`config.mk`:
```
export PLATFORM = sky130hd
export DESIGN_NAME = dioc_top
export DESIGN_NICKNAME = d
export VERILOG_FILES = /design/src/verilog/dioc_pkg.sv /design/src/verilog/dioc_top.sv
export SDC_FILE = /design/constraint.sdc
export NUM_CORES = 2
export LEC_CHECK = 0
export ABC_AREA = 1
export BUFFER_PORTS_ARGS = -buffer_cell sky130_fd_sc_hd__buf_2
export CAP_MARGIN = 5
export CORE_UTILIZATION = 45
export DETAILED_ROUTE_END_ITERATION = 10
export SLEW_MARGIN = 10
export SYNTH_ARGS = -nofsm -noshare
export SYNTH_HDL_FRONTEND = slang
export SYNTH_SLANG_ARGS = --single-unit
```
`constraint.sdc`:
```
create_clock -name clk_sys -period 56.7 [get_ports clk_sys]
set_input_delay 2.835 -clock clk_sys [delete_from_list [all_inputs] [get_ports clk_sys]]
set_output_delay 2.835 -clock clk_sys [all_outputs]
set_load 0.01 [all_outputs]
```
`src/verilog/dioc_pkg.sv`:
```
// Purpose: constants shared by the discrete I/O conditioner
// Assumes: 40 MHz system clock, APB register access
// Notes: register offsets are byte addresses of aligned 32-bit words
package dioc_pkg;
	localparam int unsigned CLK_HZ = 40000000;
	localparam int unsigned TICK_MS = 1;
	localparam int unsigned TICK_CYC = CLK_HZ / 1000 * TICK_MS;
	localparam int unsigned DEB_MS = 15;
	localparam logic [14:0] DEB_TICKS = 15'(DEB_MS);
	localparam int unsigned TW = 15;
	// channel config word: [0] polarity high, [1] debounce, [2] cyclic enable
	localparam int unsigned CF_POL = 0;
	localparam int unsigned CF_DEB = 1;
	localparam int unsigned CF_CYC = 2;
	localparam int unsigned CF_SRC = 4;
	localparam logic [31:0] CF_RST = 32'h0000_0001;
	// channel block: 0 object detect, 1..2 input modules, 3..4 input timers; 8 words each
	localparam int unsigned NCH = 5;
	localparam logic [11:0] CH_BASE = 12'h000;
	localparam logic [11:0] CH_STRIDE = 12'h020;
	localparam logic [2:0] W_CFG = 3'h0;
	localparam logic [2:0] W_DLY = 3'h1;
	localparam logic [2:0] W_MIN = 3'h2;
	localparam logic [2:0] W_MAX = 3'h3;
	localparam logic [2:0] W_CON = 3'h4;
	localparam logic [2:0] W_COFF = 3'h5;
	localparam logic [11:0] OUT0_CFG = 12'h100;
	localparam logic [11:0] OUT1_CFG = 12'h104;
	localparam logic [11:0] TMR_ON = 12'h108;
	localparam logic [11:0] TMR_OFF = 12'h10C;
	localparam logic [11:0] STATUS = 12'h110;
	// output config: [14:0] on time, [15] normally closed, [18:16] trigger select
	localparam int unsigned OC_NC = 15;
	localparam int unsigned OC_SEL = 16;
	localparam logic [31:0] ZERO_RST = 32'h0000_0000;
endpackage

```
`src/verilog/dioc_top.sv`:
```
// Purpose: discrete input conditioning, output contacts and cyclic timer
// Assumes: pins synchronous to clk_sys; APB slave, zero wait states
// Notes: channels 0..2 are pin inputs, 3..4 are input timers with a selected trigger
//
// Contract
// - each input has a polarity: high means closed contact on, low means open.
// - optional debounce ignores any level change lasting under 15 ms.
// - input timings are millisecond counts from 0 to 32767.
// - after a raw change the old state is held for the on/off delay.
// - an active pulse shorter than the minimum is stretched to the minimum.
// - an active pulse longer than the maximum is cut at the maximum.
// - cyclic mode alternates on time and off time while input is active.
// - cyclic on and off times are 0 to 32767 ms each.
// - outputs have idle state open or closed, driving the opposite when active.
// - a triggered output stays active for its on time, 0 to 32767 ms.
// - output on time zero makes the output follow its trigger exactly.
// - the free running timer stays on for its programmed on time.
// - then stays off for its off time, repeating forever.
// - two input timers use the same chain but take a selected trigger.
// - input timer cycles only while trigger active; else simply stays off.
module dioc_top (
	input wire logic clk_sys,
	input wire logic reset,
	input wire logic psel,
	input wire logic penable,
	input wire logic pwrite,
	input wire logic [11:0] paddr,
	input wire logic [31:0] pwdata,
	output logic [31:0] prdata,
	output logic pready,
	output logic pslverr,
	input wire logic pkg_detect_in,
	input wire logic [1:0] disc_in,
	output logic [1:0] relay_out
);
	// limit stage states, gray coded along idle, min, run, hold
	typedef enum logic [1:0] {DIOC_IDLE = 2'b00, DIOC_MIN = 2'b01, DIOC_RUN = 2'b11,
		DIOC_HOLD = 2'b10} dioc_lim_t;

	////////////////////////////////////////////////////////////////////////////
	// millisecond tick
	// one shared prescaler keeps every channel on the same ms grid;
	// counts are quantised to it, so a timing may end up to 1 ms early
	logic [15:0] pre_q;
	logic tick_q;
	always_ff @(posedge clk_sys or posedge reset)
		if (reset)
		begin
			pre_q <= 16'h0000;
			tick_q <= 1'b0;
		end
		else
		begin
			tick_q <= (pre_q == 16'(dioc_pkg::TICK_CYC - 1));
			pre_q <= (pre_q == 16'(dioc_pkg::TICK_CYC - 1)) ? 16'h0000 : pre_q + 16'h0001;
		end

	////////////////////////////////////////////////////////////////////////////
	// register file
	// channel words: 0 config, 1 delay, 2 min, 3 max, 4 cyclic on, 5 cyclic off
	logic [31:0] cfg_q [dioc_pkg::NCH][6];
	logic [31:0] ocfg_q [2];
	logic [14:0] tmr_on_q, tmr_off_q;
	logic [dioc_pkg::NCH-1:0] cond;
	logic tmr_state_q;
	// a write lands on the access-phase edge; refused addresses hit no register
	wire wr_en = psel & penable & pwrite;
	wire [2:0] ch_idx = 3'(paddr[11:5]);
	wire [2:0] ch_word = paddr[4:2];
	wire ch_hit = (paddr < 12'(dioc_pkg::NCH * 32)) && (ch_word < 3'd6) && (paddr[1:0] == 2'b00);
	wire top_hit = (paddr >= dioc_pkg::OUT0_CFG) && (paddr <= dioc_pkg::STATUS)
		&& (paddr[1:0] == 2'b00);

	always_ff @(posedge clk_sys or posedge reset)
		if (reset)
		begin
			for (int c = 0; c < dioc_pkg::NCH; c++)
				for (int w = 0; w < 6; w++)
					cfg_q[c][w] <= (w == 0) ? dioc_pkg::CF_RST : dioc_pkg::ZERO_RST;
			ocfg_q[0] <= dioc_pkg::ZERO_RST;
			ocfg_q[1] <= dioc_pkg::ZERO_RST;
			tmr_on_q <= 15'h0000;
			tmr_off_q <= 15'h0000;
		end
		else if (wr_en)
		begin
			// timing words keep 15 bits only, so 0..32767
			if (ch_hit)
				cfg_q[ch_idx][ch_word] <= (ch_word == 3'd0) ? pwdata : {17'h0_0000, pwdata[14:0]};
			case (paddr)
				dioc_pkg::OUT0_CFG: ocfg_q[0] <= {13'h0000, pwdata[18:0]};
				dioc_pkg::OUT1_CFG: ocfg_q[1] <= {13'h0000, pwdata[18:0]};
				dioc_pkg::TMR_ON: tmr_on_q <= pwdata[14:0];
				dioc_pkg::TMR_OFF: tmr_off_q <= pwdata[14:0];
				default: ;
			endcase
		end

	// read mux, zero wait states; unmapped addresses flag pslverr
	logic [31:0] rd_mux;
	always_comb
	begin
		rd_mux = 32'h0000_0000;
		if (ch_hit)
			rd_mux = cfg_q[ch_idx][ch_word];
		else
			case (paddr)
				dioc_pkg::OUT0_CFG: rd_mux = ocfg_q[0];
				dioc_pkg::OUT1_CFG: rd_mux = ocfg_q[1];
				dioc_pkg::TMR_ON: rd_mux = {17'h0_0000, tmr_on_q};
				dioc_pkg::TMR_OFF: rd_mux = {17'h0_0000, tmr_off_q};
				dioc_pkg::STATUS: rd_mux = {24'h00_0000, relay_out, tmr_state_q, cond};
				default: rd_mux = 32'h0000_0000;
			endcase
	end
	assign pready = 1'b1;
	assign pslverr = psel & penable & ~(ch_hit | top_hit);
	assign prdata = rd_mux;

	////////////////////////////////////////////////////////////////////////////
	// free running cyclic timer
	// a zero on or off time flips the state on every tick
	logic [14:0] tcnt_q;
	always_ff @(posedge clk_sys or posedge reset)
		if (reset)
		begin
			tcnt_q <= 15'h0000;
			tmr_state_q <= 1'b0;
		end
		else if (tick_q)
		begin
			if (tmr_state_q ? (tcnt_q + 15'h0001 >= tmr_on_q) : (tcnt_q + 15'h0001 >= tmr_off_q))
			begin
				tmr_state_q <= ~tmr_state_q;
				tcnt_q <= 15'h0000;
			end
			else
				tcnt_q <= tcnt_q + 15'h0001;
		end

	////////////////////////////////////////////////////////////////////////////
	// trigger sources: 0..4 channels, 5 timer, 6/7 raw pins
	logic [7:0] trig_src;
	assign trig_src = {disc_in[0], pkg_detect_in, tmr_state_q, cond};

	// conditioning chain per channel
	// input timers read flopped conditioned outputs, so a self-select makes no loop
	logic [dioc_pkg::NCH-1:0] raw;
	assign raw[0] = pkg_detect_in;
	assign raw[1] = disc_in[0];
	assign raw[2] = disc_in[1];
	assign raw[3] = trig_src[cfg_q[3][0][dioc_pkg::CF_SRC +: 3]];
	assign raw[4] = trig_src[cfg_q[4][0][dioc_pkg::CF_SRC +: 3]];

	logic [dioc_pkg::NCH-1:0] pol_v, deb_q, dly_q, lim_q, cyc_q;
	logic [14:0] dcnt_q [dioc_pkg::NCH];
	logic [14:0] ycnt_q [dioc_pkg::NCH];
	logic [14:0] lcnt_q [dioc_pkg::NCH];
	logic [14:0] ccnt_q [dioc_pkg::NCH];
	dioc_lim_t lst_q [dioc_pkg::NCH];

	for (genvar g = 0; g < dioc_pkg::NCH; g++)
	begin : g_ch
		wire [31:0] cf = cfg_q[g][0];
		wire [14:0] t_dly = cfg_q[g][1][14:0];
		wire [14:0] t_min = cfg_q[g][2][14:0];
		wire [14:0] t_max = cfg_q[g][3][14:0];
		wire [14:0] t_con = cfg_q[g][4][14:0];
		wire [14:0] t_coff = cfg_q[g][5][14:0];
		// polarity first, order fixed through the chain
		assign pol_v[g] = cf[dioc_pkg::CF_POL] ? raw[g] : ~raw[g];
		// deb_in high bypasses the filter and passes the level in one clock
		wire deb_in = cf[dioc_pkg::CF_DEB] ? 1'b0 : 1'b1;
		// debounce: new level must persist 15 ticks
		always_ff @(posedge clk_sys or posedge reset)
			if (reset)
			begin
				deb_q[g] <= 1'b0;
				dcnt_q[g] <= 15'h0000;
			end
			else if (pol_v[g] == deb_q[g])
				dcnt_q[g] <= 15'h0000;
			else if (deb_in)
				deb_q[g] <= pol_v[g];
			else if (tick_q)
			begin
				if (dcnt_q[g] + 15'h0001 >= dioc_pkg::DEB_TICKS)
				begin
					deb_q[g] <= pol_v[g];
					dcnt_q[g] <= 15'h0000;
				end
				else
					dcnt_q[g] <= dcnt_q[g] + 15'h0001;
			end
		// on/off delay: keep old state for delay after change
		// a zero delay passes the new level on the next clock
		always_ff @(posedge clk_sys or posedge reset)
			if (reset)
			begin
				dly_q[g] <= 1'b0;
				ycnt_q[g] <= 15'h0000;
			end
			else if (deb_q[g] == dly_q[g])
				ycnt_q[g] <= 15'h0000;
			else if (t_dly == 15'h0000)
				dly_q[g] <= deb_q[g];
			else if (tick_q)
			begin
				if (ycnt_q[g] + 15'h0001 >= t_dly)
				begin
					dly_q[g] <= deb_q[g];
					ycnt_q[g] <= 15'h0000;
				end
				else
					ycnt_q[g] <= ycnt_q[g] + 15'h0001;
			end
		// min/max limits; max zero means no limit
		// the counter saturates so a held input never wraps into a false max
		wire at_min = (lcnt_q[g] >= t_min);
		wire at_max = (t_max != 15'h0000) && (lcnt_q[g] >= t_max);
		always_ff @(posedge clk_sys or posedge reset)
			if (reset)
			begin
				lst_q[g] <= DIOC_IDLE;
				lim_q[g] <= 1'b0;
				lcnt_q[g] <= 15'h0000;
			end
			else
			begin
				if (tick_q && lst_q[g] != DIOC_IDLE && lcnt_q[g] != 15'h7FFF)
					lcnt_q[g] <= lcnt_q[g] + 15'h0001;
				case (lst_q[g])
					DIOC_IDLE:
						if (dly_q[g])
						begin
							lst_q[g] <= DIOC_MIN;
							lim_q[g] <= 1'b1;
							lcnt_q[g] <= 15'h0000;
						end
					DIOC_MIN:
						if (at_max)
						begin
							lst_q[g] <= DIOC_HOLD;
							lim_q[g] <= 1'b0;
						end
						else if (at_min)
							lst_q[g] <= DIOC_RUN;
					DIOC_RUN:
						if (!dly_q[g])
						begin
							lst_q[g] <= DIOC_IDLE;
							lim_q[g] <= 1'b0;
						end
						else if (at_max)
						begin
							lst_q[g] <= DIOC_HOLD;
							lim_q[g] <= 1'b0;
						end
					DIOC_HOLD:
						if (!dly_q[g])
							lst_q[g] <= DIOC_IDLE;
					default:
					begin
						lst_q[g] <= DIOC_IDLE;
						lim_q[g] <= 1'b0;
					end
				endcase
			end
		// cyclic pulsing only while limited signal active
		// a zero cyclic time toggles every tick, the fastest the grid allows
		always_ff @(posedge clk_sys or posedge reset)
			if (reset)
			begin
				cyc_q[g] <= 1'b0;
				ccnt_q[g] <= 15'h0000;
			end
			else if (!lim_q[g] || !cf[dioc_pkg::CF_CYC])
			begin
				cyc_q[g] <= lim_q[g];
				ccnt_q[g] <= 15'h0000;
			end
			else if (tick_q)
			begin
				if (ccnt_q[g] + 15'h0001 >= (cyc_q[g] ? t_con : t_coff))
				begin
					cyc_q[g] <= ~cyc_q[g];
					ccnt_q[g] <= 15'h0000;
				end
				else
					ccnt_q[g] <= ccnt_q[g] + 15'h0001;
			end
		assign cond[g] = cyc_q[g];
	end

	////////////////////////////////////////////////////////////////////////////
	// output contacts
	logic [1:0] oact_q;
	wire [1:0] relay_d;
	logic [1:0] relay_q;
	logic [14:0] ocnt_q [2];
	logic [1:0] otrg_prev_q;
	for (genvar o = 0; o < 2; o++)
	begin : g_out
		wire [14:0] t_on = ocfg_q[o][14:0];
		wire trg = trig_src[ocfg_q[o][dioc_pkg::OC_SEL +: 3]];
		// a retrigger while active restarts the on time
		wire rise = trg & ~otrg_prev_q[o];
		always_ff @(posedge clk_sys or posedge reset)
			if (reset)
			begin
				oact_q[o] <= 1'b0;
				ocnt_q[o] <= 15'h0000;
				otrg_prev_q[o] <= 1'b0;
			end
			else
			begin
				otrg_prev_q[o] <= trg;
				if (t_on == 15'h0000)
					oact_q[o] <= trg;
				else if (rise)
				begin
					oact_q[o] <= 1'b1;
					ocnt_q[o] <= 15'h0000;
				end
				else if (oact_q[o] && tick_q)
				begin
					if (ocnt_q[o] + 15'h0001 >= t_on)
						oact_q[o] <= 1'b0;
					else
						ocnt_q[o] <= ocnt_q[o] + 15'h0001;
				end
			end
		// contact closed when active xor normally closed
		assign relay_d[o] = oact_q[o] ^ ocfg_q[o][dioc_pkg::OC_NC];
	end

	// contacts come from a flop so an idle-state write cannot glitch the pin
	always_ff @(posedge clk_sys or posedge reset)
		if (reset)
			relay_q <= 2'b00;
		else
			relay_q <= relay_d;
	assign relay_out = relay_q;
endmodule
```
Yosys cells after proc, flatten, opt, wreduce, memory -nomap -nowiden
Cells that the tools add are included.
{"block": "op_classes", "order_cmp": 41, "n_eq_ne": 73, "reduce_logical": 153, "bitwise_logic": 36, "n_addsub": 24, "mux": 219}
{"cell": "$mux 15", "n": 82}
{"cell": "$bwmux 960", "n": 1}
{"cell": "$bmux 192 s3", "n": 1}
{"cell": "$demux 192 s3", "n": 1}
{"cell": "$mux 192", "n": 3}
{"cell": "$ge 15x15->1", "n": 24}
{"cell": "$add 15x1->15 const B", "n": 23}
{"cell": "$mux 32", "n": 5}
{"cell": "$logic_not 15->1", "n": 7}
{"cell": "$bmux 32 s3", "n": 1}
{"cell": "$demux 32 s3", "n": 1}
{"cell": "$pmux 19 s5", "n": 1}
{"cell": "$reduce_bool 2->1", "n": 42}
{"cell": "$mux 1", "n": 78}
{"cell": "$ge 15x4->1 const B", "n": 5}
{"cell": "$ne 15x15->1 const B", "n": 5}
{"cell": "$reduce_bool 15->1", "n": 5}
{"cell": "$eq 12x9->1 const B", "n": 5}
{"cell": "$mux 2", "n": 30}
{"cell": "$reduce_and 2->1", "n": 28}
{"cell": "$ne 2x2->1 const B", "n": 22}
{"cell": "$pmux 2 s4", "n": 5}
{"cell": "$reduce_and 3->1", "n": 12}
{"cell": "$ne 3x3->1 const B", "n": 10}
{"cell": "other kinds (28)", "n": 149}
{"block": "totals", "word_cells": 636, "ff_bits": 1427, "input_bits": 52}

Depth between registers and ports, before layout
{"block": "logic_depth", "ltp_word": 8, "mapped_depth": 22, "mapped_depth_nobuf": 22}

Worst setup path after synthesis
OpenSTA, ideal clock, no wires.
{"block": "synth_timing", "path_type": "in2out", "from": "input paddr[5]", "to": "output prdata[24]", "path_slack_ps": 49608, "arrival_time_ps": 4257, "required_time_ps": 53865, "path_stages": 10, "path_cell_list": "inv_2 > buf_2 > clkbuf_1 > clkbuf_1 > nand2_1 > nand3_1 > o2111ai_1 > a21oi_1 > nand2_1 > a21oi_1"}
{"block": "synth_via", "elab_chain_cells": 8, "word_cells_on_any_way": 11, "classes_between": "order compare: 1; mux: 7; bitwise: 1; reduce/logical: 2"}
{"item": "start, declared", "line_no": "dioc_top.sv:27", "rtl": "input wire logic [11:0] paddr,"}
{"item": "$not 3->4 (implied by the code)", "line_no": "dioc_top.sv:105", "rtl": "rd_mux = cfg_q[ch_idx][ch_word];"}
{"item": "$bmux 192 s3", "line_no": "dioc_top.sv:105"}
{"item": "$mux 192 (implied by the code) (2 in series)", "line_no": "dioc_top.sv:105"}
{"item": "$bmux 32 s3", "line_no": "dioc_top.sv:105"}
{"item": "$mux 32 (implied by the code) (2 in series)", "line_no": "dioc_top.sv:105"}
{"item": "$mux 32 *", "line_no": "dioc_top.sv:104", "rtl": "if (ch_hit)"}
{"item": "end, declared", "line_no": "dioc_top.sv:29", "rtl": "output logic [31:0] prdata,"}
Every way passes the cells marked *; elsewhere a longest branch is shown, timed or not. The select of a mux whose other input is x is not followed.

Final worst setup path
{"block": "layout_timing", "from": "input paddr[5]", "to": "output prdata[13]"}
The elaborated chain is that of the path after synthesis.

==> out/results.tsv <==
stage	metric	value	unit
critical_path	cp_slowest_cell	o21ai_0	
synthesis	syn-num-nets	10300	
sta	skew	0.0453	ns
status	outcome	finished clean	
cts	clk_pin_slew	0.05	ns
sta	timing.fmax	94.5	MHz
power	leakagePower	42.0	nW
route	drt_iter0_drc	6839	
finish	drive_gt1_frac	0.0531	
sta	slew_violations	0	
job	maxCapViolations	0	
route	wl_per_cell	21.8	um
route	wl	264	mm
synthesis	synth_top_area_frac	0.464	
grt	antenna_found_initial	19	
synthesis	synth_edf_count	0	
cts	cts_buffer_depth	3	
route	dr_wl_met2	115	mm
power	ir_drop	0.0284	mV
grt	track_usage	0.304	
synthesis	synth-seq-area-share	0.466	
floorplan	initial_core_util	0.453	
grt	grt_pass1_vias	63700	
sta	hold_violations	0	
placement	detailed_place_hpwl	186	mm
synthesis	synthTopCellsByArea	dfrtp_1 46%, nand2_1 11%, o21ai_0 7.2%, inv_1 6.7%, ha_1 6.3%	
placement	place_area	79000	um^2
critical_path	cpPeakStageDelay	0.82	ns
grt	grt_max_degree	175	
placement	post-place-cells	11800	
critical_path	critPathKind	input pin to primary output	
route	ant_nets	0	
floorplan	die_y	415	um
synthesis	ys_ff_latch	1427	
sta	finalSetupTns	0	ns
sta	relSlewSlack	0.149	
hold_path	whs_path_depth	1	
placement	portBuffers	86	
route	top_layer	met5	
cts	cts_buffers	161	
sta	tightest_slew	1.27	ns
sta	fin_crit_sh	0.187	
floorplan	pin_count	88	
route	drt_pass1_iterations	10	
cts	htreeDepth	4	
floorplan	rows	151	
cts	post-cts-setup-buffer-count	0	
synthesis	synthDistinctLibCells	58	
route	wl_met3	22.8	mm
cts	clkLatencyLatePin	0.83	ns
synthesis	syn_inst	9830	
critical_path	cp.required	53.86	ns
finish	post-route-util	0.501	
synthesis	yosys_warnings	0	
floorplan	die-area	172000	um^2
placement	routabilityCongestion	1.02	
critical_path	cp_max_fo	82	
critical_path	cp_data_arrival_time	7.74	ns
synthesis	post-synth-top-area-cell	dfrtp_1	
finish	layout_commonest_cell	nand2_1	
hold_path	min_path_type	flip-flop to flip-flop	
finish	fill_cells	16300	
route	m1WireLength	113	mm
critical_path	path_cells	buf_6 -> nor2_2 -> buf_4 -> nand2_4 -> clkinv_2 -> buf_4 -> nand2_1 -> nand4_1 -> a22oi_1 -> nand3_1 -> o21ai_0 -> nand2_1 -> buf_2	
finish	most-common-layout-cells	2,261 x nand2_1, 1,421 x dfrtp_1, 1,351 x inv_1	
grt	grt_pass1_wl	399	mm
cts	cts.sinks	1427	
cts	cts_tree	done	
sta	post-route-min-period	10.58	ns
synthesis	synth_area	76700	um^2
sta	setup_viol_count_final	0	
critical_path	end_kind	primary output	
route	viasPerCell	5.57	
finish	area_growth	10.5	%
power	p_per_area	27.7	nW/um^2
grt	gr-total-overflow	0	
cts	cts_root_buf	clkbuf_16	
finish	nets	10200	
synthesis	synth_area_per_cell	7.80	um^2
critical_path	start_kind	input pin	
synthesis	yosys_most_used_dff	dfrtp_1	
route	drc_errors	0	
sta	rsz0062_at_grt	false	
floorplan	die_w	415	um
cts	cts_resized	0	
finish	design_area	84800	um^2
cts	cts.hold.buffers_added	0	
floorplan	core	169000	um^2
critical_path	reg2reg_depth	17	
finish	final_cells	12100	
synthesis	ys_async_sr_fraction	1.00	
route	vias	67500	
## final cells by class
class	count	area, um^2	area share
diodes	8	20.0	0.000236
clock buffers	231	4620	0.0545
clock inverters	69	1100	0.0130
inverters	1382	5200	0.0613
multi-input cells	6606	34200	0.403
flip-flops and latches	1427	35700	0.421
well taps	2218	2780	0.0327
repair buffers	180	1180	0.0139
## through the flow
step | setup slack, ns | hold slack [ns] | power [mW]
6_report | 46.12 | 0.459 | 2.35
5_1_grt | 46.17 | 0.500 | 2.42
2_1_floorplan | 13.63 | 0.433 | 1.17
3_5_place_dp | 46.51 | 0.459 | 1.24
3_3_place_gp | 46.60 | 0.446 | 1.24
4_1_cts | 46.51 | 0.466 | 2.36
## cells in the mapped netlist (all sizes together) (66+ instances only)
master   count
a21oi      453
xor2       155
inv       1379
clkbuf     284
o21ai     1157
ha         389
nand3      336
dfrtp     1422
o2111ai     76
buf        131
nor4        66
nand2     2268
nand4      160
nor2      1034
o22ai      131
nor3       145
## final timing paths
check                                       start                      to  slack [ns]
min                            pre_q[0]$_DFF_PP0_      pre_q[0]$_DFF_PP0_        0.46
min reg2reg                    pre_q[0]$_DFF_PP0_      pre_q[0]$_DFF_PP0_        0.46
min in group asynchronous                   reset  ccnt_q[52]$_DFFE_PP0P_        2.05
max in group asynchronous                   reset    lcnt_q[64]$_DFF_PP0_       50.48
max reg2reg                ccnt_q[15]$_DFFE_PP0P_  ccnt_q[28]$_DFFE_PP0P_       52.75
max                                      paddr[5]              prdata[13]       46.12
## state kept, by name, summed over array words and instances, names as in the netlist, 5 cells and up
register    cells
ocnt_q         30
tcnt_q         15
lcnt_q         75
g_out.t_on     30
cfg_q         800
pre_q          16
ycnt_q         75
lim_q           5
dly_q           5
deb_q           5
g_ch.cf       160
ccnt_q         75
tmr_off_q      15
lst_q          10
ocfg_q          8
tmr_on_q       15
cond            5
dcnt_q         75
## cells by family (layout without fill, tap and decap cells)
| family | Yosys count | in the layout | synth area share |
|---|---|---|---|
| buf+inv | 1797 | 1862 | 0.0902 |
| compound gates | 1942 | 1942 | 0.137 |
| fa+ha+maj | 389 | 389 | 0.0634 |
| xor+xnor | 183 | 183 | 0.0209 |
| simple gates | 4055 | 4055 | 0.218 |
| flops | 1427 | 1427 | 0.466 |
| mux | 36 | 36 | 0.00470 |
| other cells | 1 | 9 | 0.0000489 |
## critical path, delay by kind of cell
family	cells	cell delay, ns
simple gates	6	1.04
compound gates	2	1.30
buf+inv	5	2.37
## where the power goes
group          total, mW  switching (mW)  internal, mW
clock               1.12           0.464         0.661
sequential          1.04          0.0107          1.03
combinational      0.186           0.143        0.0426
## per-layer routing
metal | up-vias | track usage
li1 | 31800 | -
met3 | 609 | 0.0680
met4 | 14 | 0.134
met2 | 2701 | 0.462
met1 | 32400 | 0.414
met5 | - | 0.00500
Note: power is estimated with default switching activity, not from simulation.
